<file path="src/include/gpiw_pkg.sv">
/*
  gpiw_pkg: shared constants, encodings and carrier types of the
  pin interrupt and wake detection block.
  Assumes a single 100 MHz core clock and a port of up to 32 pins.
*/
package gpiw_pkg;
  // ==========================================================
  // sizes
  localparam int GPIW_MAX_PINS = 32;
  localparam int GPIW_DEF_PINS = 32;

  // ==========================================================
  // field encodings
  localparam logic GPIW_MODE_LEVEL = 1'h0;
  localparam logic GPIW_MODE_EDGE  = 1'h1;
  localparam logic GPIW_POL_FALL   = 1'h0;
  localparam logic GPIW_POL_RISE   = 1'h1;
  localparam logic GPIW_SEL_A      = 1'h0;
  localparam logic GPIW_SEL_B      = 1'h1;

  // ==========================================================
  // reset values
  localparam logic [GPIW_MAX_PINS-1:0] GPIW_MODE_RST = 32'h0000_0000;
  localparam logic [GPIW_MAX_PINS-1:0] GPIW_POL_RST  = 32'h0000_0000;
  localparam logic [GPIW_MAX_PINS-1:0] GPIW_SEL_RST  = 32'h0000_0000;
  localparam logic [GPIW_MAX_PINS-1:0] GPIW_IEN_RST  = 32'h0000_0000;
  localparam logic [GPIW_MAX_PINS-1:0] GPIW_WKEN_RST = 32'h0000_0000;

  // ==========================================================
  // configuration write targets
  typedef enum logic [3:0] {
    GPIW_T_MODE,
    GPIW_T_POLARITY,
    GPIW_T_CHANNEL,
    GPIW_T_IEN,
    GPIW_T_IEN_SET,
    GPIW_T_IEN_CLR,
    GPIW_T_PEND_CLR,
    GPIW_T_WKEN,
    GPIW_T_WKEN_SET,
    GPIW_T_WKEN_CLR
  } gpiw_target_e;

  // one configuration write, applied in the cycle it is valid
  typedef struct packed {
    logic                     valid;
    gpiw_target_e             target;
    logic [GPIW_MAX_PINS-1:0] data;
  } gpiw_cmd_s;

  // interrupt and wake request bundle towards the system
  typedef struct packed {
    logic irq_a;
    logic irq_b;
    logic wake;
  } gpiw_req_s;
endpackage

</file>
<file path="src/rtl/gpiw_setclr_reg.sv">
/*
  gpiw_setclr_reg: register bank written directly or through
  write-one-to-set and write-one-to-clear strobes.
  Assumes at most one of the three strobes is high in a cycle.
*/
`timescale 1ns/1ps
module gpiw_setclr_reg
  import gpiw_pkg::*;
#(
  parameter int               WIDTH   = GPIW_DEF_PINS,
  parameter logic [WIDTH-1:0] RST_VAL = '0
) (
  input  wire logic             clk,
  input  wire logic             rst_n,
  input  wire logic             wr,
  input  wire logic             set,
  input  wire logic             clr,
  input  wire logic [WIDTH-1:0] data,
  output      logic [WIDTH-1:0] value
);
  // ==========================================================
  // elaboration check
  if (WIDTH < 1) begin : g_bad_width
    $error("WIDTH must be at least one");
  end

  typedef struct packed {
    logic [WIDTH-1:0] bits;
  } gpiw_scr_s;

  gpiw_scr_s state_reg;
  gpiw_scr_s state_next;

  // ==========================================================
  // next value: direct write, or per-bit set / clear
  always_comb begin
    state_next = state_reg;
    if (wr) begin
      state_next.bits = data;
    end else if (set) begin
      state_next.bits = state_reg.bits | data;   // zero bits untouched
    end else if (clr) begin
      state_next.bits = state_reg.bits & ~data;  // zero bits untouched
    end
  end

  // state register
  always_ff @(posedge clk or negedge rst_n) begin
    if (!rst_n) begin
      state_reg.bits <= RST_VAL;
    end else begin
      state_reg <= state_next;
    end
  end

  assign value = state_reg.bits;
endmodule

</file>
<file path="src/rtl/gpiw_pin_cell.sv">
/*
  gpiw_pin_cell: one pin's edge detectors and pending flop.
  Assumes the pin level is synchronous to the core clock.
*/
`timescale 1ns/1ps
module gpiw_pin_cell
  import gpiw_pkg::*;
(
  input  wire logic clk,
  input  wire logic rst_n,
  input  wire logic pin,
  input  wire logic mode,
  input  wire logic polarity,
  input  wire logic irq_en,
  input  wire logic clear,
  output      logic pending,
  output      logic edge_hit
);
  typedef struct packed {
    logic primed;  // prev holds a real sample
    logic prev;
    logic rise;
    logic fall;
    logic pend;
  } gpiw_cell_s;

  gpiw_cell_s state_reg;
  gpiw_cell_s state_next;
  logic       rise_ev;
  logic       fall_ev;
  logic       trig;

  // ==========================================================
  // detection, latching and clearing
  always_comb begin
    state_next        = state_reg;
    state_next.primed = 1'b1;
    state_next.prev   = pin;
    rise_ev = state_reg.primed & ~state_reg.prev & pin;
    fall_ev = state_reg.primed & state_reg.prev & ~pin;
    // clear re-arms both detectors; a fresh edge still wins
    if (clear) begin
      state_next.pend = 1'b0;
      state_next.rise = 1'b0;
      state_next.fall = 1'b0;
    end
    if (rise_ev) begin
      state_next.rise = 1'b1;
    end
    if (fall_ev) begin
      state_next.fall = 1'b1;
    end
    // trigger condition from mode and polarity
    if (mode == GPIW_MODE_EDGE) begin
      trig = (polarity == GPIW_POL_RISE) ? state_next.rise : state_next.fall;
    end else begin
      trig = (polarity == GPIW_POL_RISE) ? pin : ~pin;
    end
    // only enabled pins may set pending; a set flop is kept
    if (irq_en && trig) begin
      state_next.pend = 1'b1;
    end
  end

  // state register
  always_ff @(posedge clk or negedge rst_n) begin
    if (!rst_n) begin
      state_reg <= '0;
    end else begin
      state_reg <= state_next;
    end
  end

  assign pending  = state_reg.pend;
  assign edge_hit = (polarity == GPIW_POL_RISE) ? state_reg.rise : state_reg.fall;
endmodule

</file>
<file path="src/rtl/gpiw_top.sv">
/*
  gpiw_top: per-pin interrupt and wake detection of a GPIO port.
  Configuration arrives as one write command per cycle on plain
  ports; pin levels are synchronous to CORE_CLK; requests go to
  the interrupt controller and the power manager as levels.
*/
// Notes on behaviour
// - interrupt detection ignores function-enable and output-enable settings
// - every pin has independent configuration and detection
// - cleared enable blocks pending set; a set pending flop keeps requesting
// - enable-clearer ones clear enable bits, zeros leave them
// - enable-setter ones set enable bits, zeros leave them
// - set enable lets the trigger condition set pending
// - pending clear clears pending flop and both edge detectors
// - mode bit picks level or edge triggering
// - polarity bit picks rising or falling condition
// - channel bit routes pending to request channel A or B
// - read-only channel A and channel B status words show pending pins
// - wake ignores function-enable and output-enable settings
// - wake uses edge detectors chosen by polarity, latching transitions
// - mode zero is level, one is edge
// - polarity one is rising, zero is falling
// - channel bit set means B, clear means A
// - set wake enable lets an edge raise the wake request
`timescale 1ns/1ps
module gpiw_top
  import gpiw_pkg::*;
#(
  parameter int PINS = GPIW_DEF_PINS
) (
  input  wire logic            CORE_CLK,
  input  wire logic            RST_N,
  input  wire logic [PINS-1:0] PIN_LEVEL,
  input  wire gpiw_cmd_s       CFG_CMD,
  output      gpiw_req_s       REQ,
  output      logic [PINS-1:0] CHANNEL_A_STATUS,
  output      logic [PINS-1:0] CHANNEL_B_STATUS,
  output      logic [PINS-1:0] PIN_IRQ_ENABLE,
  output      logic [PINS-1:0] WAKE_ENABLE,
  output      logic [PINS-1:0] TRIGGER_MODE_SELECT,
  output      logic [PINS-1:0] TRIGGER_POLARITY,
  output      logic [PINS-1:0] CHANNEL_SELECT
);
  // ==========================================================
  // elaboration check
  if (PINS < 1 || PINS > GPIW_MAX_PINS) begin : g_bad_pins
    $error("PINS must lie between 1 and the carrier width");
  end

  typedef struct packed {
    logic [PINS-1:0] mode;
    logic [PINS-1:0] polarity;
    logic [PINS-1:0] chan;
    logic [PINS-1:0] stat_a;
    logic [PINS-1:0] stat_b;
    gpiw_req_s       req;
  } gpiw_top_s;

  gpiw_top_s       state_reg;
  gpiw_top_s       state_next;
  logic [PINS-1:0] wr_data;
  logic            wr_ien;
  logic            set_ien;
  logic            clr_ien;
  logic            wr_wken;
  logic            set_wken;
  logic            clr_wken;
  logic [PINS-1:0] pend_clear;
  logic [PINS-1:0] ien;
  logic [PINS-1:0] wken;
  logic [PINS-1:0] pending;
  logic [PINS-1:0] edge_hit;

  // ==========================================================
  // command decode: one strobe per enable-bank target, a mask for pending clear
  assign wr_data  = CFG_CMD.data[PINS-1:0];
  assign wr_ien   = CFG_CMD.valid && (CFG_CMD.target == GPIW_T_IEN);
  assign set_ien  = CFG_CMD.valid && (CFG_CMD.target == GPIW_T_IEN_SET);
  assign clr_ien  = CFG_CMD.valid && (CFG_CMD.target == GPIW_T_IEN_CLR);
  assign wr_wken  = CFG_CMD.valid && (CFG_CMD.target == GPIW_T_WKEN);
  assign set_wken = CFG_CMD.valid && (CFG_CMD.target == GPIW_T_WKEN_SET);
  assign clr_wken = CFG_CMD.valid && (CFG_CMD.target == GPIW_T_WKEN_CLR);
  // write-one pending clear, zeros leave pins alone
  assign pend_clear = (CFG_CMD.valid && (CFG_CMD.target == GPIW_T_PEND_CLR)) ? wr_data : '0;

  // ==========================================================
  // interrupt enable and wake enable banks
  gpiw_setclr_reg #(
    .WIDTH   (PINS),
    .RST_VAL (GPIW_IEN_RST[PINS-1:0])
  ) u_ien (
    .clk   (CORE_CLK),
    .rst_n (RST_N),
    .wr    (wr_ien),
    .set   (set_ien),
    .clr   (clr_ien),
    .data  (wr_data),
    .value (ien)
  );

  gpiw_setclr_reg #(
    .WIDTH   (PINS),
    .RST_VAL (GPIW_WKEN_RST[PINS-1:0])
  ) u_wken (
    .clk   (CORE_CLK),
    .rst_n (RST_N),
    .wr    (wr_wken),
    .set   (set_wken),
    .clr   (clr_wken),
    .data  (wr_data),
    .value (wken)
  );

  // ==========================================================
  // one detection cell per pin, fed straight from the pin level
  for (genvar i = 0; i < PINS; i++) begin : g_pin
    gpiw_pin_cell u_cell (
      .clk      (CORE_CLK),
      .rst_n    (RST_N),
      .pin      (PIN_LEVEL[i]),
      .mode     (state_reg.mode[i]),
      .polarity (state_reg.polarity[i]),
      .irq_en   (ien[i]),
      .clear    (pend_clear[i]),
      .pending  (pending[i]),
      .edge_hit (edge_hit[i])
    );
  end

  // ==========================================================
  // configuration writes, status words and request lines
  always_comb begin
    state_next = state_reg;
    if (CFG_CMD.valid) begin
      unique case (CFG_CMD.target)
        GPIW_T_MODE: begin
          state_next.mode = wr_data;
        end
        GPIW_T_POLARITY: begin
          state_next.polarity = wr_data;
        end
        GPIW_T_CHANNEL: begin
          state_next.chan = wr_data;
        end
        default: begin
          state_next.mode = state_reg.mode;  // other targets handled above
        end
      endcase
    end
    // status words split pending flops by channel
    state_next.stat_a = pending & ~state_reg.chan;
    state_next.stat_b = pending & state_reg.chan;
    // request lines stay up while any routed pending flop is set
    state_next.req.irq_a = |(pending & ~state_reg.chan);
    state_next.req.irq_b = |(pending & state_reg.chan);
    // wake on an armed edge of an enabled pin
    state_next.req.wake = |(edge_hit & wken);
  end

  // state register
  always_ff @(posedge CORE_CLK or negedge RST_N) begin
    if (!RST_N) begin
      state_reg.mode     <= GPIW_MODE_RST[PINS-1:0];
      state_reg.polarity <= GPIW_POL_RST[PINS-1:0];
      state_reg.chan     <= GPIW_SEL_RST[PINS-1:0];
      state_reg.stat_a   <= '0;
      state_reg.stat_b   <= '0;
      state_reg.req      <= '0;
    end else begin
      state_reg <= state_next;
    end
  end

  // ==========================================================
  // outputs, all from flip-flops
  assign REQ                 = state_reg.req;
  assign CHANNEL_A_STATUS    = state_reg.stat_a;
  assign CHANNEL_B_STATUS    = state_reg.stat_b;
  assign PIN_IRQ_ENABLE      = ien;
  assign WAKE_ENABLE         = wken;
  assign TRIGGER_MODE_SELECT = state_reg.mode;
  assign TRIGGER_POLARITY    = state_reg.polarity;
  assign CHANNEL_SELECT      = state_reg.chan;
endmodule

</file>
<file path="config.mk">
export PLATFORM = sky130hd
export DESIGN_NAME = gpiw_top
export DESIGN_NICKNAME = d
export VERILOG_FILES = /design/src/include/gpiw_pkg.sv /design/src/rtl/gpiw_setclr_reg.sv /design/src/rtl/gpiw_pin_cell.sv /design/src/rtl/gpiw_top.sv
export SDC_FILE = /design/constraint.sdc
export NUM_CORES = 1
export LEC_CHECK = 0
export BUFFER_PORTS_ARGS = -buffer_cell sky130_fd_sc_hd__buf_2
export CELL_PAD_IN_SITES_DETAIL_PLACEMENT = 2
export CELL_PAD_IN_SITES_GLOBAL_PLACEMENT = 2
export CORE_MARGIN = 2
export CORE_UTILIZATION = 35
export CTS_BUF_LIST = sky130_fd_sc_hd__clkbuf_4
export DETAILED_ROUTE_END_ITERATION = 10
export GPL_ROUTABILITY_DRIVEN = 0
export HOLD_SLACK_MARGIN = 0.15
export PLACE_DENSITY_LB_ADDON = 0.08
export SLEW_MARGIN = 30
export SYNTH_ARGS = -nofsm -noshare
export SYNTH_HDL_FRONTEND = slang
export SYNTH_SLANG_ARGS = --single-unit
export TNS_END_PERCENT = 20
</file>
<file path="constraint.sdc">
create_clock -name CORE_CLK -period 2.5 [get_ports CORE_CLK]
set_input_delay 0.125 -clock CORE_CLK [delete_from_list [all_inputs] [get_ports CORE_CLK]]
set_output_delay 0.125 -clock CORE_CLK [all_outputs]
set_load 0.05 [all_outputs]
</file>
## Word-level counts from Yosys, hierarchy flattened

Index checks and enable logic that the tools add are counted.

- Add/subtract/negate cells: 0
- Multipliers: 0
- Divide/modulo/power cells: 0
- $lt $le $gt $ge: 0
- Equality and inequality tests: 9
- Shift-type cells: 0
- Multiplexer cells: 263
- Bitwise logic cells: 201
- Reductions and logical operators: 80

Operators with widths:

| operator | number |
|---|---|
| 1-bit two-way mux | 224 |
| 32-bit two-way mux | 7 |
| 32-bit AND | 5 |
| 1-bit AND | 128 |
| 3-bit two-way mux | 32 |
| 32-bit OR reduction | 3 |
| 1-bit inverter | 64 |
| 32-bit inverter | 2 |
| 32-bit OR | 2 |
| 2-bit nonzero test | 32 |
| 1-bit logical AND | 39 |
| 4-bit by 3-bit == test with 1-bit output, second input constant | 4 |
| 4-bit by 2-bit == test with 1-bit output, second input constant | 2 |
| 4-bit == test, second input constant | 2 |
| 2-bit AND reduction | 3 |
| 3-bit nonzero test | 2 |
| 4-bit by 1-bit == test with 1-bit output, second input constant | 1 |
| 4-bit zero test | 1 |

- Flip-flop bits (word level): 356
- Latch bits: 0
- RAM bits: 0
- Bits in read-only memories: 0
- Input bits: 71
- Output and inout bits: 227
- Word-level logic and storage cells: 692
- Memories kept: 0

## Longest topological paths before layout

- Depth after elaboration: 9
- Gate-level depth with buffers: 7
- Gate-level depth less buffers: 5

## Hierarchy

A second synthesis with hierarchy kept.

- Cells, all modules: 1350
- Area total of the unflattened synthesis: 16324.4 um^2

Modules (own cells, without submodules):

| module | times used | cells an instance | area each (um^2) | sequential area each (um^2) |
|---|---|---|---|---|
| gpiw_pin_cell | 32 | 22 | 232.7 | 125.1 |
| gpiw_top | 1 | 430 | 6224.7 | 4078.9 |
| gpiw_setclr_reg | 2 | 108 | 1326.3 | 800.8 |

## Least setup slack after synthesis

OpenSTA, ideal clock, no wires.

- Path kind: reg-to-reg
- From: reg state_reg (netlist bit CHANNEL_SELECT[26])
- To: reg state_reg (netlist bit REQ[1])
- Library setup time: 0.139 ns
- Arrival time: 2.174 ns
- Required time: 2.361 ns
- Slack: 0.187 ns
- Cell stages (with the launch flop): 5
- Buffers on the path: 0
- Clock period less this slack: 2.313 ns
- Cell sequence: dfrtp_1 -> and2_4 -> or4_1 -> or4_1 -> or4_1

RTL lines:

| item | line | text |
|---|---|---|
| start: declaration | gpiw_top.sv:59 | `gpiw_top_s state_reg;` |
| start signal: assignment | gpiw_top.sv:170 | `state_reg <= state_next;` |

## Final worst setup path

- From: in CFG_CMD[33] (netlist bit)
- To: reg g_pin[15].u_cell.state_reg (netlist bit g_pin[15].u_cell.pending)

- Cells in the longest elaborated chain, start to end: 9
- Elaborated cells on any way between the ends: 11
- Classes of those cells: 1 x eq/ne; 7 x mux; 3 x reduce/logical

RTL lines:

| item | line | text |
|---|---|---|
| start: declaration | gpiw_top.sv:34 | `input wire gpiw_cmd_s CFG_CMD,` |
| 4-bit by 3-bit == test with 1-bit output (*) | gpiw_top.sv:84 | `assign pend_clear = (CFG_CMD.valid && (CFG_CMD.target == GPIW_T_PEND_CLR)) ? wr_data : '0;` |
| 1-bit logical AND (*) | gpiw_top.sv:84 |  |
| 32-bit two-way mux (*) | gpiw_top.sv:84 |  |
| 3-bit two-way mux | gpiw_pin_cell.sv:42 | `if (clear) begin` |
| 1-bit two-way mux, on equally long branches | gpiw_pin_cell.sv:50, gpiw_pin_cell.sv:47 |  |
| 1-bit two-way mux | gpiw_pin_cell.sv:55 | `trig = (polarity == GPIW_POL_RISE) ? state_next.rise : state_next.fall;` |
| 1-bit two-way mux | gpiw_pin_cell.sv:54 | `if (mode == GPIW_MODE_EDGE) begin` |
| 1-bit logical AND | gpiw_pin_cell.sv:60 | `if (irq_en && trig) begin` |
| 1-bit two-way mux or 2-bit nonzero test (tied branches) | - |  |
| end signal: assignment | gpiw_pin_cell.sv:70 | `state_reg <= state_next;` |
| end: declaration | gpiw_pin_cell.sv:27 | `gpiw_cell_s state_reg;` |

Mark *: on every way between the ends. The rest lies on a longest branch, timed or not. The select of a mux whose other input is x is not followed.
A chain may end at the register's enable or synchronous reset.

==> results.md <==
* Grt met3 use at 0.0656
* DR iter-0 viols at 725
* Boundary Pins at 298
* Syn nets at 1518
* Gate power share at 0.318
* Hold Crit Class: in -> reg
* Slew @ Worst Pin at 613 ps
* Seq cells post-synth at 356
* Final Slew Violations at 0
* GR met1 Demand/Resource at 0.345
* Post-CTS sizing at 0
* Final Setup Violations at 0
* Final Hold Fails at 0
* CP Data Required Time at 3180 ps
* CTS tree: yes
* Asr flop ratio synth at 1.00
* Static Leak at 9.26 nW
* Worst setup margin at 9.07 ps
* CTS buffer count at 102
* Initial core utilization at 0.352
* Root Driver: clkbuf_4
* Initial antenna violation count at 3
* Clock-pin slew on the worst setup and hold paths at 60 ps
* Die Y at 220 µm
* Unique masters post-synth at 39
* Flop2flop setup slack at 150 ps
* Clock Sinks at 356
* Grt ovf at 0
* Final wirelength at 64.4 mm
* Part of the Yosys area used for sequential elements at 0.547
* RSZ-0062 raised after global routing: false
* Power Dens Cells at 923 nW/µm²
* Maximum vdd drop at 0.000477 V
* CP endpoint kind: flip-flop
* CP cell instances: dlygate4sd3_1, buf_2, nand3_2, dlygate4sd3_1, nor2_4, buf_12, nand2_1, dlygate4sd3_1, a221o_1
* Tcrit/Tclk final at 0.996
* Crit-path max FO at 24
* Sw Pwr at 8.02 mW
* Total of max-cap violations at 0
* P_int at 11.3 mW
* Area Growth Syn to Fin at 28.7%
* H-tree depth at 3
* Via count at 13900
* Max frequency at 401 MHz
* Post-route antenna net violation count at 0
* WL/cell at 25.2 µm
* Cell Rows at 79
* CP delay by family, top: buffers and inverters
* Ys flop type: dfrtp_1
* Sequential share of power at 0.393
* CP bufs+invs at 5
* Skew final at 51.0 ps
* Most used cell, CP: dlygate4sd3_1
* Max clock buf depth at 3
* Syn Inst Count at 1447
* Net Sw Frac at 0.415
* Largest net degree at the start of global routing at 89
* Postcts setup bufs at 0
* Post-Syn Area at 16300 µm²
* Gr usage total at 0.269
* TritonRoute pass-1 iters at 7
* Setup WS pre-CTS at 172 ps
* Die Width at 220 µm
* Core ar. at 46300 µm²
* Max-slew headroom at 0.591
* Final HPWL DP at 40.7 mm
* Crit path kind: in -> reg
* Fin nets at 1938
* Average size of a mapped cell at 11.3 µm²
* Crit path max-delay cell type: dlygate4sd3_1
* GR peak layer: met2
* Post-synth EDFFs at 0
* Share of cells above drive strength 1 at 0.318
* Outcome: complete, no violations
* DRC at 0
* Tmin final at 2490 ps
* Core Util, Final at 0.453
* Die area at 48300 µm²
* Clock power share at 0.289
* First-pass GRT wire length at 97.1 mm
* Met2 Resource Use GR at 0.450
* Port Buffers at 297
* Yosys warns at 0
* Critical Path Max Stage Delay at 690 ps
* Worst Path Arrival at 3170 ps
* Vias in the first global route at 15600
* Via density at 5.42
* Crit start category: primary input
* Final setup TNS at 0 ps
* Worst skew pair latency at 840 ps
==> routing by layer <==
layer  vias to the layer above  share of wire
met4                         0          0.023
met3                       108          0.051
li1                       6114              -
met5                         -              0
met2                       353           0.49
met1                      7276           0.44
==> cell usage after synthesis, types with 5 or more instances <==
library cell	instances	area share
a21oi_1	70	0.022
buf_1	5	0.0012
clkbuf_1	81	0.019
a22o_1	21	0.011
a211oi_1	32	0.015
dfrtp_1	356	0.55
nor2b_1	65	0.025
o21ai_0	34	0.010
nor4_1	8	0.0031
a31o_2	44	0.024
a221o_1	6	0.0037
a21o_1	32	0.015
a32o_1	32	0.020
nand2_1	161	0.037
mux2_1	62	0.043
a31oi_1	6	0.0023
or4_1	10	0.0046
a22oi_1	14	0.0065
nand3_1	9	0.0028
inv_1	38	0.0088
o221ai_1	64	0.034
o2bb2ai_1	38	0.020
and2_1	30	0.012
nor2_1	6	0.0014
buf_4	96	0.044
nand4_1	5	0.0019
mux2_2	66	0.046
a31o_1	8	0.0043
o21ai_1	30	0.0092
==> cell usage in the layout, fill, tap and decap left out, drive strengths merged, types with 2 or more instances in the layout <==
cell / n
a22o: 21
clkinv: 21
a31o: 52
clkbuf: 157
dfrtp: 356
a221o: 6
nor2: 6
o221ai: 64
o2bb2ai: 38
and2: 32
nand2: 161
a211oi: 32
a21oi: 70
or2: 5
nor4: 8
diode: 3
or4: 10
a21o: 32
nor2b: 65
dlygate4sd3: 173
nand3: 9
a31oi: 6
a32o: 32
nand4: 5
inv: 43
mux2: 128
o21ai: 64
buf: 328
and3: 2
a22oi: 14
==> final cells by class <==
cell class / instances / area [µm²]
timing repair buffer: 501 / 3600
fill: 4834 / 25300
multi-input combinational: 866 / 6230
clock inverter: 25 / 121
clock buffer: 157 / 1180
antenna: 3 / 7.51
inverter: 40 / 150
sequential: 356 / 8910
tap: 607 / 759
==> logic make-up (layout without fill, tap and decap cells) <==
| kind of cell | after synthesis | after routing | synth area share |
|---|---|---|---|
| muxes | 128 | 128 | 0.0885 |
| other | 1 | 4 | 0.000230 |
| and+or+nand+nor | 305 | 305 | 0.0923 |
| buffers and inverters | 225 | 723 | 0.0742 |
| DFF | 356 | 356 | 0.547 |
| AOI/OAI and AO/OA | 432 | 432 | 0.198 |
==> worst min-delay path, stage by stage <==
cell	delay, ps
dlygate4sd3_1	520
buf_2	220
nand2_1	70
o221ai_1	50
==> per-stage QoR <==
step,total power [mW],hold WS (ps),instances,area [µm²]
floorplan,12.1,-171,1447,16300
global placement,13.5,29.0,2196,17900
detailed placement,13.6,37.1,2196,17900
CTS,19.5,151,2552,21000
global route,20.3,158,2555,21000
finish,19.3,216,2555,21000
==> final timing paths <==
kind | startpoint | cells past startpoint | to
max in group asynchronous | RST_N | 5 | g_pin[4].u_cell.state_reg[2]$_DFF_PN0_
min in group asynchronous | RST_N | 4 | asynchronous set/reset pin
setup / recovery | CFG_CMD[33] | 9 | g_pin[15].u_cell.pending$_DFFE_PN0P_
hold reg to reg | CHANNEL_SELECT[21]$_DFFE_PN0P_ | 1 | CHANNEL_A_STATUS[21]$_DFF_PN0_
hold / removal | CFG_CMD[0] | 4 | flip-flop
setup reg to reg | g_pin[7].u_cell.pending$_DFFE_PN0P_ | 4 | REQ[1]$_DFF_PN0_
==> what timing repair did <==
item,4_1_cts,5_1_grt
endpoints found under the setup margin,0,0
hold buffers,174,0
endpoints found under the hold margin,644,0
==> power groups by stage <==
stage / combinational (mW) / sequential [mW] / clock [mW]
finish: 6.16 / 7.60 / 5.59
global route: 6.49 / 7.74 / 6.09
CTS: 6.17 / 7.58 / 5.76
detailed placement: 5.94 / 7.67 / 0
global placement: 5.85 / 7.61 / 0
floorplan: 3.12 / 8.97 / 0
Note: power is estimated with default switching activity, not from simulation.
